**src/rtl/rst_seq_pkg.sv**
```systemverilog
package rst_seq_pkg;

    localparam int unsigned CLK_MHZ             = 50;
    // Reset line filtering thresholds, in microseconds.
    localparam int unsigned REJECT_US           = 5;
    localparam int unsigned ACCEPT_US           = 9;
    localparam int unsigned RESET_LOW_MIN_US    = 10;
    // Reset-cancel limits, in milliseconds.
    localparam int unsigned CANCEL_STANDBY_MS   = 5;
    localparam int unsigned CANCEL_ACTIVE_MS    = 120;
    localparam int unsigned BLANK_MAX_MS        = 120;

    // Each count is an exact product of its time and CLK_MHZ; none is rounded.
    localparam int unsigned REJECT_CYC  = REJECT_US * CLK_MHZ;
    localparam int unsigned ACCEPT_CYC  = ACCEPT_US * CLK_MHZ;
    localparam int unsigned CANCEL_STANDBY_CYC = CANCEL_STANDBY_MS * 1000 * CLK_MHZ;
    localparam int unsigned CANCEL_ACTIVE_CYC  = CANCEL_ACTIVE_MS * 1000 * CLK_MHZ;
    localparam int unsigned BLANK_MAX_CYC      = BLANK_MAX_MS * 1000 * CLK_MHZ;

    localparam int unsigned CNT_W      = 24;
    localparam int unsigned NVM_AW     = 4;
    localparam int unsigned NVM_WORDS  = 16;
    localparam int unsigned NVM_DW     = 8;
    localparam logic [NVM_AW-1:0] NVM_ID_LAST   = 4'h2;
    localparam logic [NVM_AW-1:0] NVM_LEVEL_ADR = 4'h3;
    localparam logic [NVM_AW-1:0] NVM_LAST      = 4'hf;
    localparam logic [NVM_DW-1:0] CFG_DEFAULT   = 8'h00;

    typedef enum logic [2:0] {
        ST_RUN,
        ST_BLANK,
        ST_HELD,
        ST_LOAD,
        ST_SETTLE
    } seq_state_type;

endpackage
```
**src/rtl/display_reset_sequencer.sv**
```systemverilog
`timescale 1ns/1ns
// Operation
// RULE1: Host holds reset low at least 10us.
// RULE2: Reject under 5us, reset beyond 9us.
// RULE3: Short high glitches within reset are ignored.
// RULE4: Reload ids, level, settings from NVM.
// RULE5: Cancel done in 5ms standby, 120ms active; code starts the active timer only after the BLANK_MAX wait, near 240ms.
// RULE6: Blank during reset, then restore defaults.
// RULE7: Host waits 5ms before any command.
// RULE8: Host waits 120ms before leaving standby.
module display_reset_sequencer
    import rst_seq_pkg::*;
#(
    parameter int unsigned CANCEL_STANDBY = CANCEL_STANDBY_CYC,
    parameter int unsigned CANCEL_ACTIVE  = CANCEL_ACTIVE_CYC,
    parameter int unsigned BLANK_MAX      = BLANK_MAX_CYC
) (
    // Clock and reset.
    input  wire logic              i_clk_sys,
    input  wire logic              i_arst_n,
    // Reset pin from the host.
    input  wire logic              i_hw_reset_in_n,
    // Display state from the controller core.
    input  wire logic              i_display_active,
    // Nonvolatile store programming.
    input  wire logic              i_prog_we,
    input  wire logic [NVM_AW-1:0] i_prog_addr,
    input  wire logic [NVM_DW-1:0] i_prog_data,
    // Sequencer status.
    output logic                   o_core_reset,
    output logic                   o_blank,
    output logic                   o_ready,
    // Loaded settings.
    output logic [NVM_DW-1:0]      o_id0,
    output logic [NVM_DW-1:0]      o_id1,
    output logic [NVM_DW-1:0]      o_id2,
    output logic [NVM_DW-1:0]      o_common_electrode_level,
    output logic [NVM_DW-1:0]      o_settings
);

    localparam logic [CNT_W-1:0] REJECT = CNT_W'(REJECT_CYC);
    localparam logic [CNT_W-1:0] ACCEPT = CNT_W'(ACCEPT_CYC);

    logic rst_meta_q;
    logic rst_n_q;
    always_ff @(posedge i_clk_sys or negedge i_arst_n) begin
        if (!i_arst_n) begin
            rst_meta_q <= 1'b0;
            rst_n_q    <= 1'b0;
        end else begin
            rst_meta_q <= 1'b1;
            rst_n_q    <= rst_meta_q;
        end
    end

    logic pin_meta_q;
    logic pin_q;
    always_ff @(posedge i_clk_sys or negedge rst_n_q) begin
        if (!rst_n_q) begin
            pin_meta_q <= 1'b1;
            pin_q      <= 1'b1;
        end else begin
            pin_meta_q <= i_hw_reset_in_n;
            pin_q      <= pin_meta_q;
        end
    end

    // The filtered level changes only after the pin has held its new level
    // longer than the reject window, so a spike either way is dropped.
    logic             filt_q;
    logic             filt_d;
    logic [CNT_W-1:0] flt_cnt_q;
    logic [CNT_W-1:0] flt_cnt_d;
    always_comb begin
        filt_d    = filt_q;
        flt_cnt_d = '0;
        if (pin_q != filt_q) begin
            flt_cnt_d = flt_cnt_q + CNT_W'(1);
            if (flt_cnt_q >= REJECT) begin // see RULE2, see RULE3
                filt_d    = pin_q;
                flt_cnt_d = '0;
            end
        end
    end

    always_ff @(posedge i_clk_sys or negedge rst_n_q) begin
        if (!rst_n_q) begin
            filt_q    <= 1'b1;
            flt_cnt_q <= '0;
        end else begin
            filt_q    <= filt_d;
            flt_cnt_q <= flt_cnt_d;
        end
    end

    // Sequencer. A low pulse between the two windows starts a reset; the
    // full 9us figure is always covered because the filter fires at 5us.
    seq_state_type     st_q;
    seq_state_type     st_d;
    logic [CNT_W-1:0]  cnt_q;
    logic [CNT_W-1:0]  cnt_d;
    logic              from_active_q;
    logic              from_active_d;
    logic [NVM_AW-1:0] addr_q;
    logic [NVM_AW-1:0] addr_d;
    logic              rd_vld_q;
    logic              rd_vld_d;
    logic [NVM_AW-1:0] rd_addr_q;
    logic [NVM_AW-1:0] rd_addr_d;
    logic [NVM_DW-1:0] nvm_data;
    logic [NVM_DW-1:0] cfg_q [NVM_WORDS];
    logic [NVM_DW-1:0] cfg_d [NVM_WORDS];
    logic              core_rst_q;
    logic              core_rst_d;
    logic              blank_q;
    logic              blank_d;
    logic              ready_q;
    logic              ready_d;
    logic [CNT_W-1:0]  cancel_lim;

    assign cancel_lim = from_active_q ? CNT_W'(CANCEL_ACTIVE) : CNT_W'(CANCEL_STANDBY);

    always_comb begin
        st_d          = st_q;
        cnt_d         = cnt_q;
        from_active_d = from_active_q;
        addr_d        = addr_q;
        rd_vld_d      = 1'b0;
        rd_addr_d     = addr_q;
        cfg_d         = cfg_q;
        core_rst_d    = core_rst_q;
        blank_d       = blank_q;
        ready_d       = ready_q;
        case (st_q)
            ST_RUN: begin
                if (!filt_q) begin
                    from_active_d = i_display_active;
                    core_rst_d    = 1'b1;
                    blank_d       = 1'b1; // see RULE6
                    ready_d       = 1'b0;
                    cnt_d         = '0;
                    st_d          = i_display_active ? ST_BLANK : ST_HELD;
                end
            end
            ST_BLANK: begin
                // The ST_BLANK wait from the active state always runs the full BLANK_MAX cycles.
                cnt_d = cnt_q + CNT_W'(1);
                if (cnt_q >= CNT_W'(BLANK_MAX) - CNT_W'(1)) begin // see RULE6
                    st_d = ST_HELD;
                end
            end
            ST_HELD: begin
                // Defaults are restored while held; loading starts on release, or at once if release came during ST_BLANK.
                for (int i = 0; i < NVM_WORDS; i++) begin
                    cfg_d[i] = CFG_DEFAULT; // see RULE6
                end
                if (filt_q) begin
                    addr_d = '0;
                    cnt_d  = '0;
                    st_d   = ST_LOAD;
                end
            end
            ST_LOAD: begin
                cnt_d    = cnt_q + CNT_W'(1);
                rd_vld_d = 1'b1;
                if (addr_q == NVM_LAST) begin
                    st_d = ST_SETTLE;
                end else begin
                    addr_d = addr_q + NVM_AW'(1);
                end
            end
            ST_SETTLE: begin
                // The timer runs from release or the end of ST_BLANK, whichever is later, so loading counts toward it.
                cnt_d = cnt_q + CNT_W'(1);
                if (cnt_q >= cancel_lim - CNT_W'(1)) begin // see RULE5
                    core_rst_d = 1'b0;
                    blank_d    = 1'b0;
                    ready_d    = 1'b1;
                    st_d       = ST_RUN;
                end
            end
            default: begin
                st_d = ST_RUN;
            end
        endcase
        if (rd_vld_q) begin
            cfg_d[rd_addr_q] = nvm_data; // see RULE4
        end
        if (!filt_q && st_q != ST_RUN && st_q != ST_BLANK) begin
            // A new reset during cancel starts over from ST_HELD, skipping the ST_BLANK wait.
            st_d       = ST_HELD;
            core_rst_d = 1'b1;
            blank_d    = 1'b1;
            ready_d    = 1'b0;
        end
    end

    always_ff @(posedge i_clk_sys or negedge rst_n_q) begin
        if (!rst_n_q) begin
            st_q          <= ST_HELD;
            cnt_q         <= '0;
            from_active_q <= 1'b0;
            addr_q        <= '0;
            rd_vld_q      <= 1'b0;
            rd_addr_q     <= '0;
            core_rst_q    <= 1'b1;
            blank_q       <= 1'b1;
            ready_q       <= 1'b0;
            for (int i = 0; i < NVM_WORDS; i++) begin
                cfg_q[i] <= CFG_DEFAULT;
            end
        end else begin
            st_q          <= st_d;
            cnt_q         <= cnt_d;
            from_active_q <= from_active_d;
            addr_q        <= addr_d;
            rd_vld_q      <= rd_vld_d;
            rd_addr_q     <= rd_addr_d;
            core_rst_q    <= core_rst_d;
            blank_q       <= blank_d;
            ready_q       <= ready_d;
            cfg_q         <= cfg_d;
        end
    end

    nvm_store u_nvm (
        .i_clk_sys   (i_clk_sys),
        .i_addr      (addr_q),
        .o_data      (nvm_data),
        .i_prog_we   (i_prog_we),
        .i_prog_addr (i_prog_addr),
        .i_prog_data (i_prog_data)
    );

    assign o_core_reset             = core_rst_q;
    assign o_blank                  = blank_q;
    assign o_ready                  = ready_q;
    assign o_id0                    = cfg_q[0];
    assign o_id1                    = cfg_q[1];
    assign o_id2                    = cfg_q[NVM_ID_LAST];
    assign o_common_electrode_level = cfg_q[NVM_LEVEL_ADR];
    assign o_settings               = cfg_q[NVM_LEVEL_ADR + NVM_AW'(1)];

endmodule

```
**src/rtl/nvm_store.sv**
```systemverilog
`timescale 1ns/1ns
module nvm_store
    import rst_seq_pkg::*;
(
    // Clock.
    input  wire logic              i_clk_sys,
    // Read port.
    input  wire logic [NVM_AW-1:0] i_addr,
    output logic      [NVM_DW-1:0] o_data,
    // Factory programming port.
    input  wire logic              i_prog_we,
    input  wire logic [NVM_AW-1:0] i_prog_addr,
    input  wire logic [NVM_DW-1:0] i_prog_data
);

    logic [NVM_DW-1:0] mem [NVM_WORDS];

    always_ff @(posedge i_clk_sys) begin
        if (i_prog_we) begin
            mem[i_prog_addr] <= i_prog_data;
        end
        o_data <= mem[i_addr];
    end

endmodule

```
**config.mk**
```make
export PLATFORM = sky130hd
export DESIGN_NAME = display_reset_sequencer
export DESIGN_NICKNAME = d
export VERILOG_FILES = /design/src/rtl/rst_seq_pkg.sv /design/src/rtl/display_reset_sequencer.sv /design/src/rtl/nvm_store.sv
export SDC_FILE = /design/constraint.sdc
export NUM_CORES = 1
export LEC_CHECK = 0
export BUFFER_PORTS_ARGS = -buffer_cell sky130_fd_sc_hd__buf_2
export CAP_MARGIN = 20
export CORE_MARGIN = 1
export CORE_UTILIZATION = 60
export CTS_CLUSTER_DIAMETER = 50
export DETAILED_ROUTE_END_ITERATION = 16
export PLACE_DENSITY = 0.8
export REMOVE_ABC_BUFFERS = 1
export SETUP_SLACK_MARGIN = 0.15
export SYNTH_ARGS = -nofsm -noshare
export SYNTH_HDL_FRONTEND = slang
export SYNTH_HIERARCHICAL = 1
export SYNTH_SLANG_ARGS = --single-unit
```
**constraint.sdc**
```tcl
create_clock -name i_clk_sys -period 4.3 [get_ports i_clk_sys]
set_input_delay 0 -clock i_clk_sys [delete_from_list [all_inputs] [get_ports i_clk_sys]]
set_output_delay 0 -clock i_clk_sys [all_outputs]
set_load 0.02 [all_outputs]
```
==> metrics.cfg, run 1 <==
[power_and_ir_drop]
combPwrFrac_pct = 19.6
powerDensity_nw_per_um2 = 537
vdd_drop_max_mv = 0.388
switchingPower_mw = 1.84
p_leak_nw = 4.58
cellInternalPower_mw = 4.36
pwr-share-seq_pct = 46.5
switching_share_pct = 29.7
clkPwrFrac_pct = 33.9

[clock_network]
clk_pin_slew_worst_paths_ns = 0.06
cts.htree.levels = 1
cts.sinks = 244
insertion_delay_ns = 0.52
cts_tree = built
ctsLongestPathBuffers = 3
clockRootBuffer = clkbuf_16
cts_resized = 0
cts-buffers-inserted = 26

[place]
placed_cell_area_um2 = 10600
dp_hpwl_um = 13100
port_buffers = 59
place_congestion = 0.865
pre_cts_ws_ns = 1.82

[synthesis]
synth_edf_count = 128
yosysTopAreaCell = edfxtp_1
yosysSeqAreaShare_pct = 66.8
syn_area_um2 = 10100
netlist.area_leader.share_pct = 38.2
synthCells = 729
synth_area_leaders = edfxtp_1 38%, dfrtp_1 26%, nand2_1 4.4%, mux4_2 4.0%, mux4_1 3.7%
synth_seq_cells = 244
ys.warnings.count = 6
synth_flop_cell = edfxtp_1
synth.avg_cell_area_um2 = 13.8
async_flop_share_pct = 44.3
synthDistinctLibCells = 66

[timing]
tns_ns = 0
maxSlewHeadroom_pct = 38.7
worst_slew_pin_slew_ns = 0.917
hold_viol = 0
rsz0062_at_grt = false
fin_ws_ns = 1.83
finalMaxSlewViolations = 0
setup_viol_count_final = 0
finalCritPeriodShare_pct = 57.4
fin_crit_ns = 2.47
fmax_ghz = 0.405
finalClockSkew_ns = 0.00928

[grt]
grt_overflow = 0
antenna_found_initial = 0
grt_max_degree = 59
grt_usage_pct = 24.8
grt_pass1_vias = 6448
grt_pass1_wl_um = 33500

[route]
wl_per_cell_um = 19.8
drc = 0
vias_per_cell = 5.98
dr.pass1.iters = 5
wirelength_um = 20900
wl_met2_um = 10500
top_layer_used = met4
wl_met1_um = 8550
vias = 6325
first_iter_violations = 544
drtAntennaViolNets = 0
met3WireLength_um = 1190

[cells_and_area]
layout-drive-gt1-share_pct = 17.1
utilization_pct = 71.7
syn_to_final_growth_pct = 14.9
diodes = 0
seq_area_um2 = 6720
fillers = 1038
layout_commonest_cell = edfxtp_1
fin_area_um2 = 11500
nets = 856
final_cell_mix = 128 x edfxtp_1, 118 x nand2_1, 101 x dfrtp_1
multi_input_area_um2 = 3190

[critical_path]
cp_max_fo = 16
end_kind = flop
worstPathCellList = nor2_2 -> a2bb2oi_2 -> or4_1 -> or4_1 -> a21oi_1
worstPathArrival_ns = 2.91
worst_path_max_delay_cell = or4_1
slowest_delay_ns = 0.71
path_class = flop to flop
worstPathRequired_ns = 4.74
startpoint_type = flop
cpMostUsedCell = or4_1

[die]
fp-row-count = 46
core_area_um2 = 16100
ioPinCount = 60
die_x_um = 131
die_area_um2 = 17300
die_h_um = 131
start_util_pct = 62.4

[min_path]
holdCritPathClass = input port to flop

[run_status]
outcome = finished clean

[flow_run]
drv_cap = 0

## worst paths after layout
check	start	end	slack, ns	cells after the start
setup / recovery	st_q[0]	cnt_q[23]	1.83	5
hold / removal	i_prog_addr[0]	u_nvm/mem[0][2]	0.07	3
setup reg to reg	st_q[0]	cnt_q[23]	1.83	5
hold reg to reg	rst_meta_q	rst_n_q	0.36	0
max in group asynchronous	rst_n_q	cnt_q[4]	2.78	1
min in group asynchronous	i_arst_n	rst_n_q	0.33	3
## power by group through the flow
stage | clock [mW] | sequential, mW | combinational (mW)
after floorplan | 0 | 3.02 | 0.633
after global placement | 0 | 2.90 | 1.10
after detailed placement | 0 | 2.91 | 1.18
after CTS | 2.14 | 2.87 | 1.22
after global routing | 2.24 | 2.91 | 1.31
final | 2.10 | 2.88 | 1.22
## cell type report
cell class | count | area share, %
sequential | 244 | 58.2
tap | 216 | 2.34
timing repair buffer | 82 | 4.48
multi-input combinational | 459 | 27.6
clock buffer | 30 | 5.95
inverter | 10 | 0.325
clock inverter | 16 | 1.13
## state kept, by name, indices dropped and copies added (netlist names)
signal	count
u_nvm/mem	128
cnt_q	24
flt_cnt_q	24
o_common_electrode_level	8
o_id0	8
o_id1	8
o_id2	8
o_settings	8
u_nvm/o_data	8
addr_q	4
rd_addr_q	4
st_q	3
filt_q	1
from_active_q	1
o_blank	1
o_ready	1
pin_meta_q	1
pin_q	1
rd_vld_q	1
rst_meta_q	1
rst_n_q	1
## per-stage QoR
step	power [mW]	hold WS, ns	cells
final	6.20	0.0699	1057
after global routing	6.46	0.0586	1057
after CTS	6.23	0.0375	1056
after detailed placement	4.10	-0.211	998
after global placement	4.00	-0.216	997
after floorplan	3.65	-0.296	713
## cells by family (layout without fill, tap and decap cells)
group	Yosys count	count (layout)	synth area share [%]
and+or+nand+nor	270	270	12.7
DFF	244	244	66.8
AOI/OAI and AO/OA	97	97	6.16
buffers and inverters	41	138	2.15
muxes	34	34	7.90
xor gates and xnor gates	25	25	2.18
adders and majority gates	16	16	1.99
other	2	17	0.0747
## cell usage after synthesis (5+ instances only)
cell,n
xnor2_1,10
a22oi_1,16
and3_1,7
or4_1,5
o21ai_0,39
nand4_1,13
xor2_1,15
dfxtp_1,8
mux4_2,18
mux4_1,14
clkbuf_1,16
ha_1,16
edfxtp_1,128
nand3_1,23
nor2_1,48
nor4b_1,5
nor3_1,10
and2_1,5
nand2_1,118
dfstp_2,5
nor4_1,9
dfrtp_1,103
a21oi_1,12
inv_1,10
## critical path, delay by kind of cell, from the launching register on
kind | cells | cell delay (ns)
AO/OA/AOI/OAI | 2 | 0.34
flip-flops | 1 | 0.57
AND/OR/NAND/NOR | 3 | 1.48
## routing by layer
layer	vias up	GRT usage, %
met4	0	8.40
met2	216	41.6
met3	45	4.05
li1	2893	-
met5	-	0
met1	3171	33.3
## repair_timing
action                                 4_1_cts  5_1_grt
buffers inserted                             0        0
endpoints found under the hold margin      133        0
hold buffers                                12        0
Note: power is estimated with default switching activity, not from simulation.
==> run 2, diff against run 1 <==
--- a/config.mk
+++ b/config.mk
@@ -8,10 +8,10 @@
 export BUFFER_PORTS_ARGS = -buffer_cell sky130_fd_sc_hd__buf_2
 export CAP_MARGIN = 20
 export CORE_MARGIN = 1
-export CORE_UTILIZATION = 60
+export CORE_UTILIZATION = 55
 export CTS_CLUSTER_DIAMETER = 50
 export DETAILED_ROUTE_END_ITERATION = 16
-export PLACE_DENSITY = 0.8
+export PLACE_DENSITY = 0.77
 export REMOVE_ABC_BUFFERS = 1
 export SETUP_SLACK_MARGIN = 0.15
 export SYNTH_ARGS = -nofsm -noshare
==> constraint.sdc (replaced) <==
create_clock -name i_clk_sys -period 2.2 [get_ports i_clk_sys]
set_input_delay 0 -clock i_clk_sys [delete_from_list [all_inputs] [get_ports i_clk_sys]]
set_output_delay 0 -clock i_clk_sys [all_outputs]
set_load 0.02 [all_outputs]
==> run 2 against run 1 <==
  * Clock power rose by 110%
  * First-iteration DRC count fell by 13%
  * Total power rose by 100%
  * Utilization fell by 4.7 points
==> metrics.cfg, run 2 (synthesis results as in run 1) <==
[run_status]
outcome = finished clean

[critical_path]
critPathBufInv = 2
r2r_setup_slack_ns = 0.16
startpoint_type = flop
worstPathCellList = clkinvlp_4 -> buf_4 -> ha_1 -> nand4b_1 -> nor4b_2 -> o41ai_2 -> a21o_1 -> o221a_2
slowest_delay_ns = 0.42
worstPathRequired_ns = 2.66
rr_worst_depth = 8
regToRegStartpoint = from_active_q
worst_path_max_delay_cell = dfrtp_2
cp_max_fo = 8
startpoint = from_active_q
end_kind = flop
path_class = flop to flop
worstPathArrival_ns = 2.50
rr_endpoint = o_blank
critPathTopFamily = compound AO/OA/AOI/OAI gates

[cells_and_area]
fillers = 1220
largest-register = u_nvm/mem
layout_commonest_cell = edfxtp_1
nets = 900
diodes = 0
largest_register_ffs = 128
layout-drive-gt1-share_pct = 22.9
final_cell_mix = 128 x edfxtp_1, 118 x nand2_1, 99 x dfrtp_1
syn_to_final_growth_pct = 19.7
reg_top3 = u_nvm/mem (128), cnt_q (24), flt_cnt_q (24)
fin_area_um2 = 12000

[place]
placed_cell_area_um2 = 10900
port_buffers = 59
place_congestion = 0.861
dp_hpwl_um = 13700

[timing]
finalMaxSlewViolations = 0
fmax_ghz = 0.491
rsz0062_at_grt = true
hold_ws_ns = 0.0394
maxSlewHeadroom_pct = 42.6
finalCritPeriodShare_pct = 92.7
tns_ns = 0
hold_viol = 0
fin_crit_ns = 2.04
setup_viol_count_final = 0
finalClockSkew_ns = 0.0182
worst_slew_pin_slew_ns = 0.862

[power_and_ir_drop]
vdd_drop_max_mv = 0.870
powerDensity_nw_per_um2 = 1040
p_leak_nw = 4.86
total_power_mw = 12.5

[die]
ioPinCount = 60
die_area_um2 = 18800
die_h_um = 137
fp-row-count = 49
die_x_um = 137
start_util_pct = 56.0
core_area_um2 = 18000

[route]
first_iter_violations = 474
wl_met2_um = 10700
wl_met1_um = 8830
drc = 0
drtAntennaViolNets = 0
wirelength_um = 21100
met3WireLength_um = 1110
vias_per_cell = 5.90
vias = 6585
top_layer_used = met4
wl_per_cell_um = 18.9
dr.pass1.iters = 5

[min_path]
holdCritPathClass = input port to flop
min_to = u_nvm/mem[7][4]
hold_start = i_prog_addr[2]
hold_depth = 3

[clock_network]
cts.htree.levels = 1
clk_pin_slew_worst_paths_ns = 0.06
clockRootBuffer = clkbuf_16
cts-buffers-inserted = 27
cts.sinks = 244
cts_tree = built
insertion_delay_ns = 0.54
ctsLongestPathBuffers = 3

[grt]
grt_pass1_wl_um = 33300
grt_overflow = 0
antenna_found_initial = 0
grt_pass1_vias = 6704
grt_usage_pct = 23.1
grt_max_degree = 46

[flow_run]
drv_cap = 0

[run 2: cell count changes in the layout (fill, tap and decap cells not counted), moves of 2 or more]
| cell | previous run | this run |
|---|---|---|
| dfrtp_2 | 1 | 3 |
| clkinv_8 | 0 | 2 |
| clkbuf_8 | 0 | 4 |
| buf_12 | 0 | 3 |
| clkinv_1 | 4 | 1 |
| clkinv_2 | 1 | 3 |
| dfrtp_1 | 101 | 99 |
| clkinvlp_4 | 4 | 1 |
| clkinv_4 | 3 | 1 |
| buf_4 | 10 | 49 |
| clkbuf_4 | 0 | 3 |
| dlygate4sd3_1 | 12 | 14 |
[run 2: cell type report]
type | count | area, um2 | area share (%)
clock inverters | 12 | 114 | 0.946
inverters | 10 | 41.3 | 0.343
multi-input cells | 459 | 3240 | 26.9
clock buffers | 38 | 768 | 6.39
well taps | 229 | 287 | 2.38
repair buffers | 125 | 863 | 7.18
flip-flops and latches | 244 | 6720 | 55.9
[run 2: report_power, final]
group | internal [mW] | switching (mW) | total [mW]
Combinational | 1.08 | 1.50 | 2.58
Sequential | 5.21 | 0.373 | 5.59
Clock | 2.49 | 1.84 | 4.33
[run 2: how the worst max path moves through the flow]
stage | to | slack, ns | depth (start not counted)
floorplan | addr_q[0] | -1.02 | 0
global placement | cnt_q[23] | 0.19 | 5
detailed placement | cnt_q[23] | 0.15 | 6
CTS | o_blank | 0.15 | 7
global route | o_blank | 0.08 | 8
finish | o_blank | 0.16 | 8
[run 2: repair_timing]
item                                    CTS  global route
buffers inserted                          0             5
hold endpoints to repair                136             0
cloned                                    0             0
resized for setup                         1            12
pin swaps                                 0             1
endpoints found under the setup margin    1             8
hold buffers                             14             0
[run 2: through the flow]
stage | cells | setup slack, ns | util, %
detailed placement | 1048 | 0.153 | 60.8
floorplan | 713 | -1.02 | -
global placement | 1048 | 0.188 | 60.8
CTS | 1112 | 0.152 | 66.5
global route | 1117 | 0.0801 | 67.0
finish | 1117 | 0.162 | 67.0
[run 2: routing by layer]
metal  track usage, %  up-vias
li1                 -     2981
met1             30.0     3346
met2             39.7      218
met3             3.31       40
met4             7.81        0
met5                0        -
[run 2: worst min-delay path, cell delays in order]
cell	delay (ns)
buf_2	0.12
nand3b_1	0.16
nor2_1	0.12
==> run 3, diff against run 2 <==
--- a/config.mk
+++ b/config.mk
@@ -5,7 +5,7 @@
 export SDC_FILE = /design/constraint.sdc
 export NUM_CORES = 1
 export LEC_CHECK = 0
-export BUFFER_PORTS_ARGS = -buffer_cell sky130_fd_sc_hd__buf_2
+export BUFFER_PORTS_ARGS = -buffer_cell sky130_fd_sc_hd__buf_4
 export CAP_MARGIN = 20
 export CORE_MARGIN = 1
 export CORE_UTILIZATION = 55
==> run 3 against run 2 <==
  * Die area stayed put
  * Utilization rose by 0.56 points
  * Largest cell class unchanged
  * First-iteration DRC count grew 4.4%
  * Final cell count decreased by 1.1%
  * Clock skew fell by 0.0035 ns
  * Via count decreased by 1.4%
  * Setup slack improved by 0.020 ns
  * Sequential power is essentially flat
  * Highest routed layer unchanged
  * Combinational power up 2%
  * Total power is 2.4% higher
==> metrics.cfg, run 3 (synthesis results as in run 1) <==
[run_status]
outcome = finished clean

[cells_and_area]
stdcell_count = 1105
largest_register_ffs = 128
diodes = 0
reg_top3 = u_nvm/mem (128), cnt_q (24), flt_cnt_q (24)
fillers = 1178
layout-drive-gt1-share_pct = 21.6
fin_area_um2 = 12100
layout_commonest_cell = edfxtp_1
final_cell_mix = 128 x edfxtp_1, 118 x nand2_1, 99 x dfrtp_1
largest-register = u_nvm/mem
syn_to_final_growth_pct = 20.7
nets = 888

[grt]
antenna_found_initial = 0
grt_max_degree = 52
grt_pass1_vias = 6511
grt_overflow = 0
grt_pass1_wl_um = 33400
grt_usage_pct = 23.4

[power_and_ir_drop]
p_leak_nw = 4.83
powerDensity_nw_per_um2 = 1060
vdd_drop_max_mv = 0.849

[die]
core_area_um2 = 18000
die_h_um = 137
die_x_um = 137
start_util_pct = 56.0
die_area_um2 = 18800
fp-row-count = 49
ioPinCount = 60

[clock_network]
cts-buffers-inserted = 27
insertion_delay_ns = 0.54
clk_pin_slew_worst_paths_ns = 0.06
cts.htree.levels = 1
cts.sinks = 244
clockRootBuffer = clkbuf_16
ctsLongestPathBuffers = 3
cts_tree = built

[route]
vias = 6493
vias_per_cell = 5.88
wl_per_cell_um = 19.4
dr.pass1.iters = 8
drtAntennaViolNets = 0
first_iter_violations = 495
wirelength_um = 21400
drc = 0

[place]
dp_hpwl_um = 13700
port_buffers = 59
place_congestion = 0.830
placedCellCount = 1039
placed_cell_area_um2 = 11000

[critical_path]
rr_endpoint = cnt_q[23]
worstPathRequired_ns = 2.66
worstPathArrival_ns = 2.48
rr_worst_depth = 5
r2r_setup_slack_ns = 0.18
cp_max_fo = 6
path_class = flop to flop
startpoint = cnt_q[11]
end_kind = flop
startpoint_type = flop
regToRegStartpoint = cnt_q[11]

[timing]
finalCritPeriodShare_pct = 91.7
hold_viol = 0
hold_ws_ns = 0.114
finalMaxSlewViolations = 0
worst_slew_pin_slew_ns = 0.840
fmax_ghz = 0.496
finalClockSkew_ns = 0.0147
fin_crit_ns = 2.02
rsz0062_at_grt = true
setup_viol_count_final = 0
maxSlewHeadroom_pct = 44.0

[min_path]
min_to = u_nvm/mem[3][1]
hold_start = i_prog_addr[2]
hold_depth = 4
holdCritPathClass = input port to flop

[flow_run]
drv_cap = 0

-- run 3: metal layers --
metal	global-route usage, %	share of wire, %	up-vias
met5	0	0	-
met4	8.36	3.0	0
met3	4.27	5.5	52
met2	39.3	50	225
met1	30.6	41	3266
li1	-	-	2950
-- run 3: worst max path at each step --
stage	cells after the start	end	slack (ns)
3_3_place_gp	5	cnt_q[23]	0.20
6_report	5	cnt_q[23]	0.18
5_1_grt	5	cnt_q[23]	0.11
4_1_cts	5	cnt_q[23]	0.19
2_1_floorplan	0	addr_q[0]	-1.02
3_5_place_dp	5	cnt_q[23]	0.13
-- run 3: stage by stage --
stage	setup TNS, ns	total power, mW	worst slack (ns)	utilization (%)
after floorplan	-107.00	7.14	-1.02	-
after global placement	0	8.10	0.198	61.2
after detailed placement	0	8.23	0.128	61.2
after CTS	0	12.8	0.189	67.2
after global routing	0	13.3	0.109	67.5
final	0	12.8	0.182	67.5
-- run 3: power breakdown --
| group | switching, mW | internal (mW) | total, mW | leakage [nW] |
|---|---|---|---|---|
| registers | 0.402 | 5.21 | 5.61 | 2.65 |
| logic | 1.49 | 1.15 | 2.64 | 1.73 |
| clock network | 1.84 | 2.72 | 4.56 | 0.455 |
| total | 3.73 | 9.07 | 12.8 | 4.83 |
-- run 3: cell type report --
class | count | area, um2 | share of cell area [%]
tap | 229 | 287 | 2.36
clock buffer | 38 | 768 | 6.33
sequential | 244 | 6720 | 55.4
inverter | 10 | 37.5 | 0.309
multi-input combinational | 459 | 3240 | 26.7
timing repair buffer | 113 | 923 | 7.61
clock inverter | 12 | 155 | 1.28
-- run 3: critical path: stages, from the launching register on --
cell and delay, ns:
dfrtp_2 0.40, and4_2 0.28, nand4_1 0.14, or4_4 0.55
or4_1 0.43, a21oi_2 0.14
-- run 3: what timing repair did --
| item | 4_1_cts | 5_1_grt |
|---|---|---|
| resized for setup | 2 | 11 |
| setup buffers | 0 | 1 |
| pin swaps | 0 | 1 |
| hold buffers | 15 | 0 |
| setup endpoints to repair | 3 | 6 |
| hold endpoints to repair | 166 | 0 |
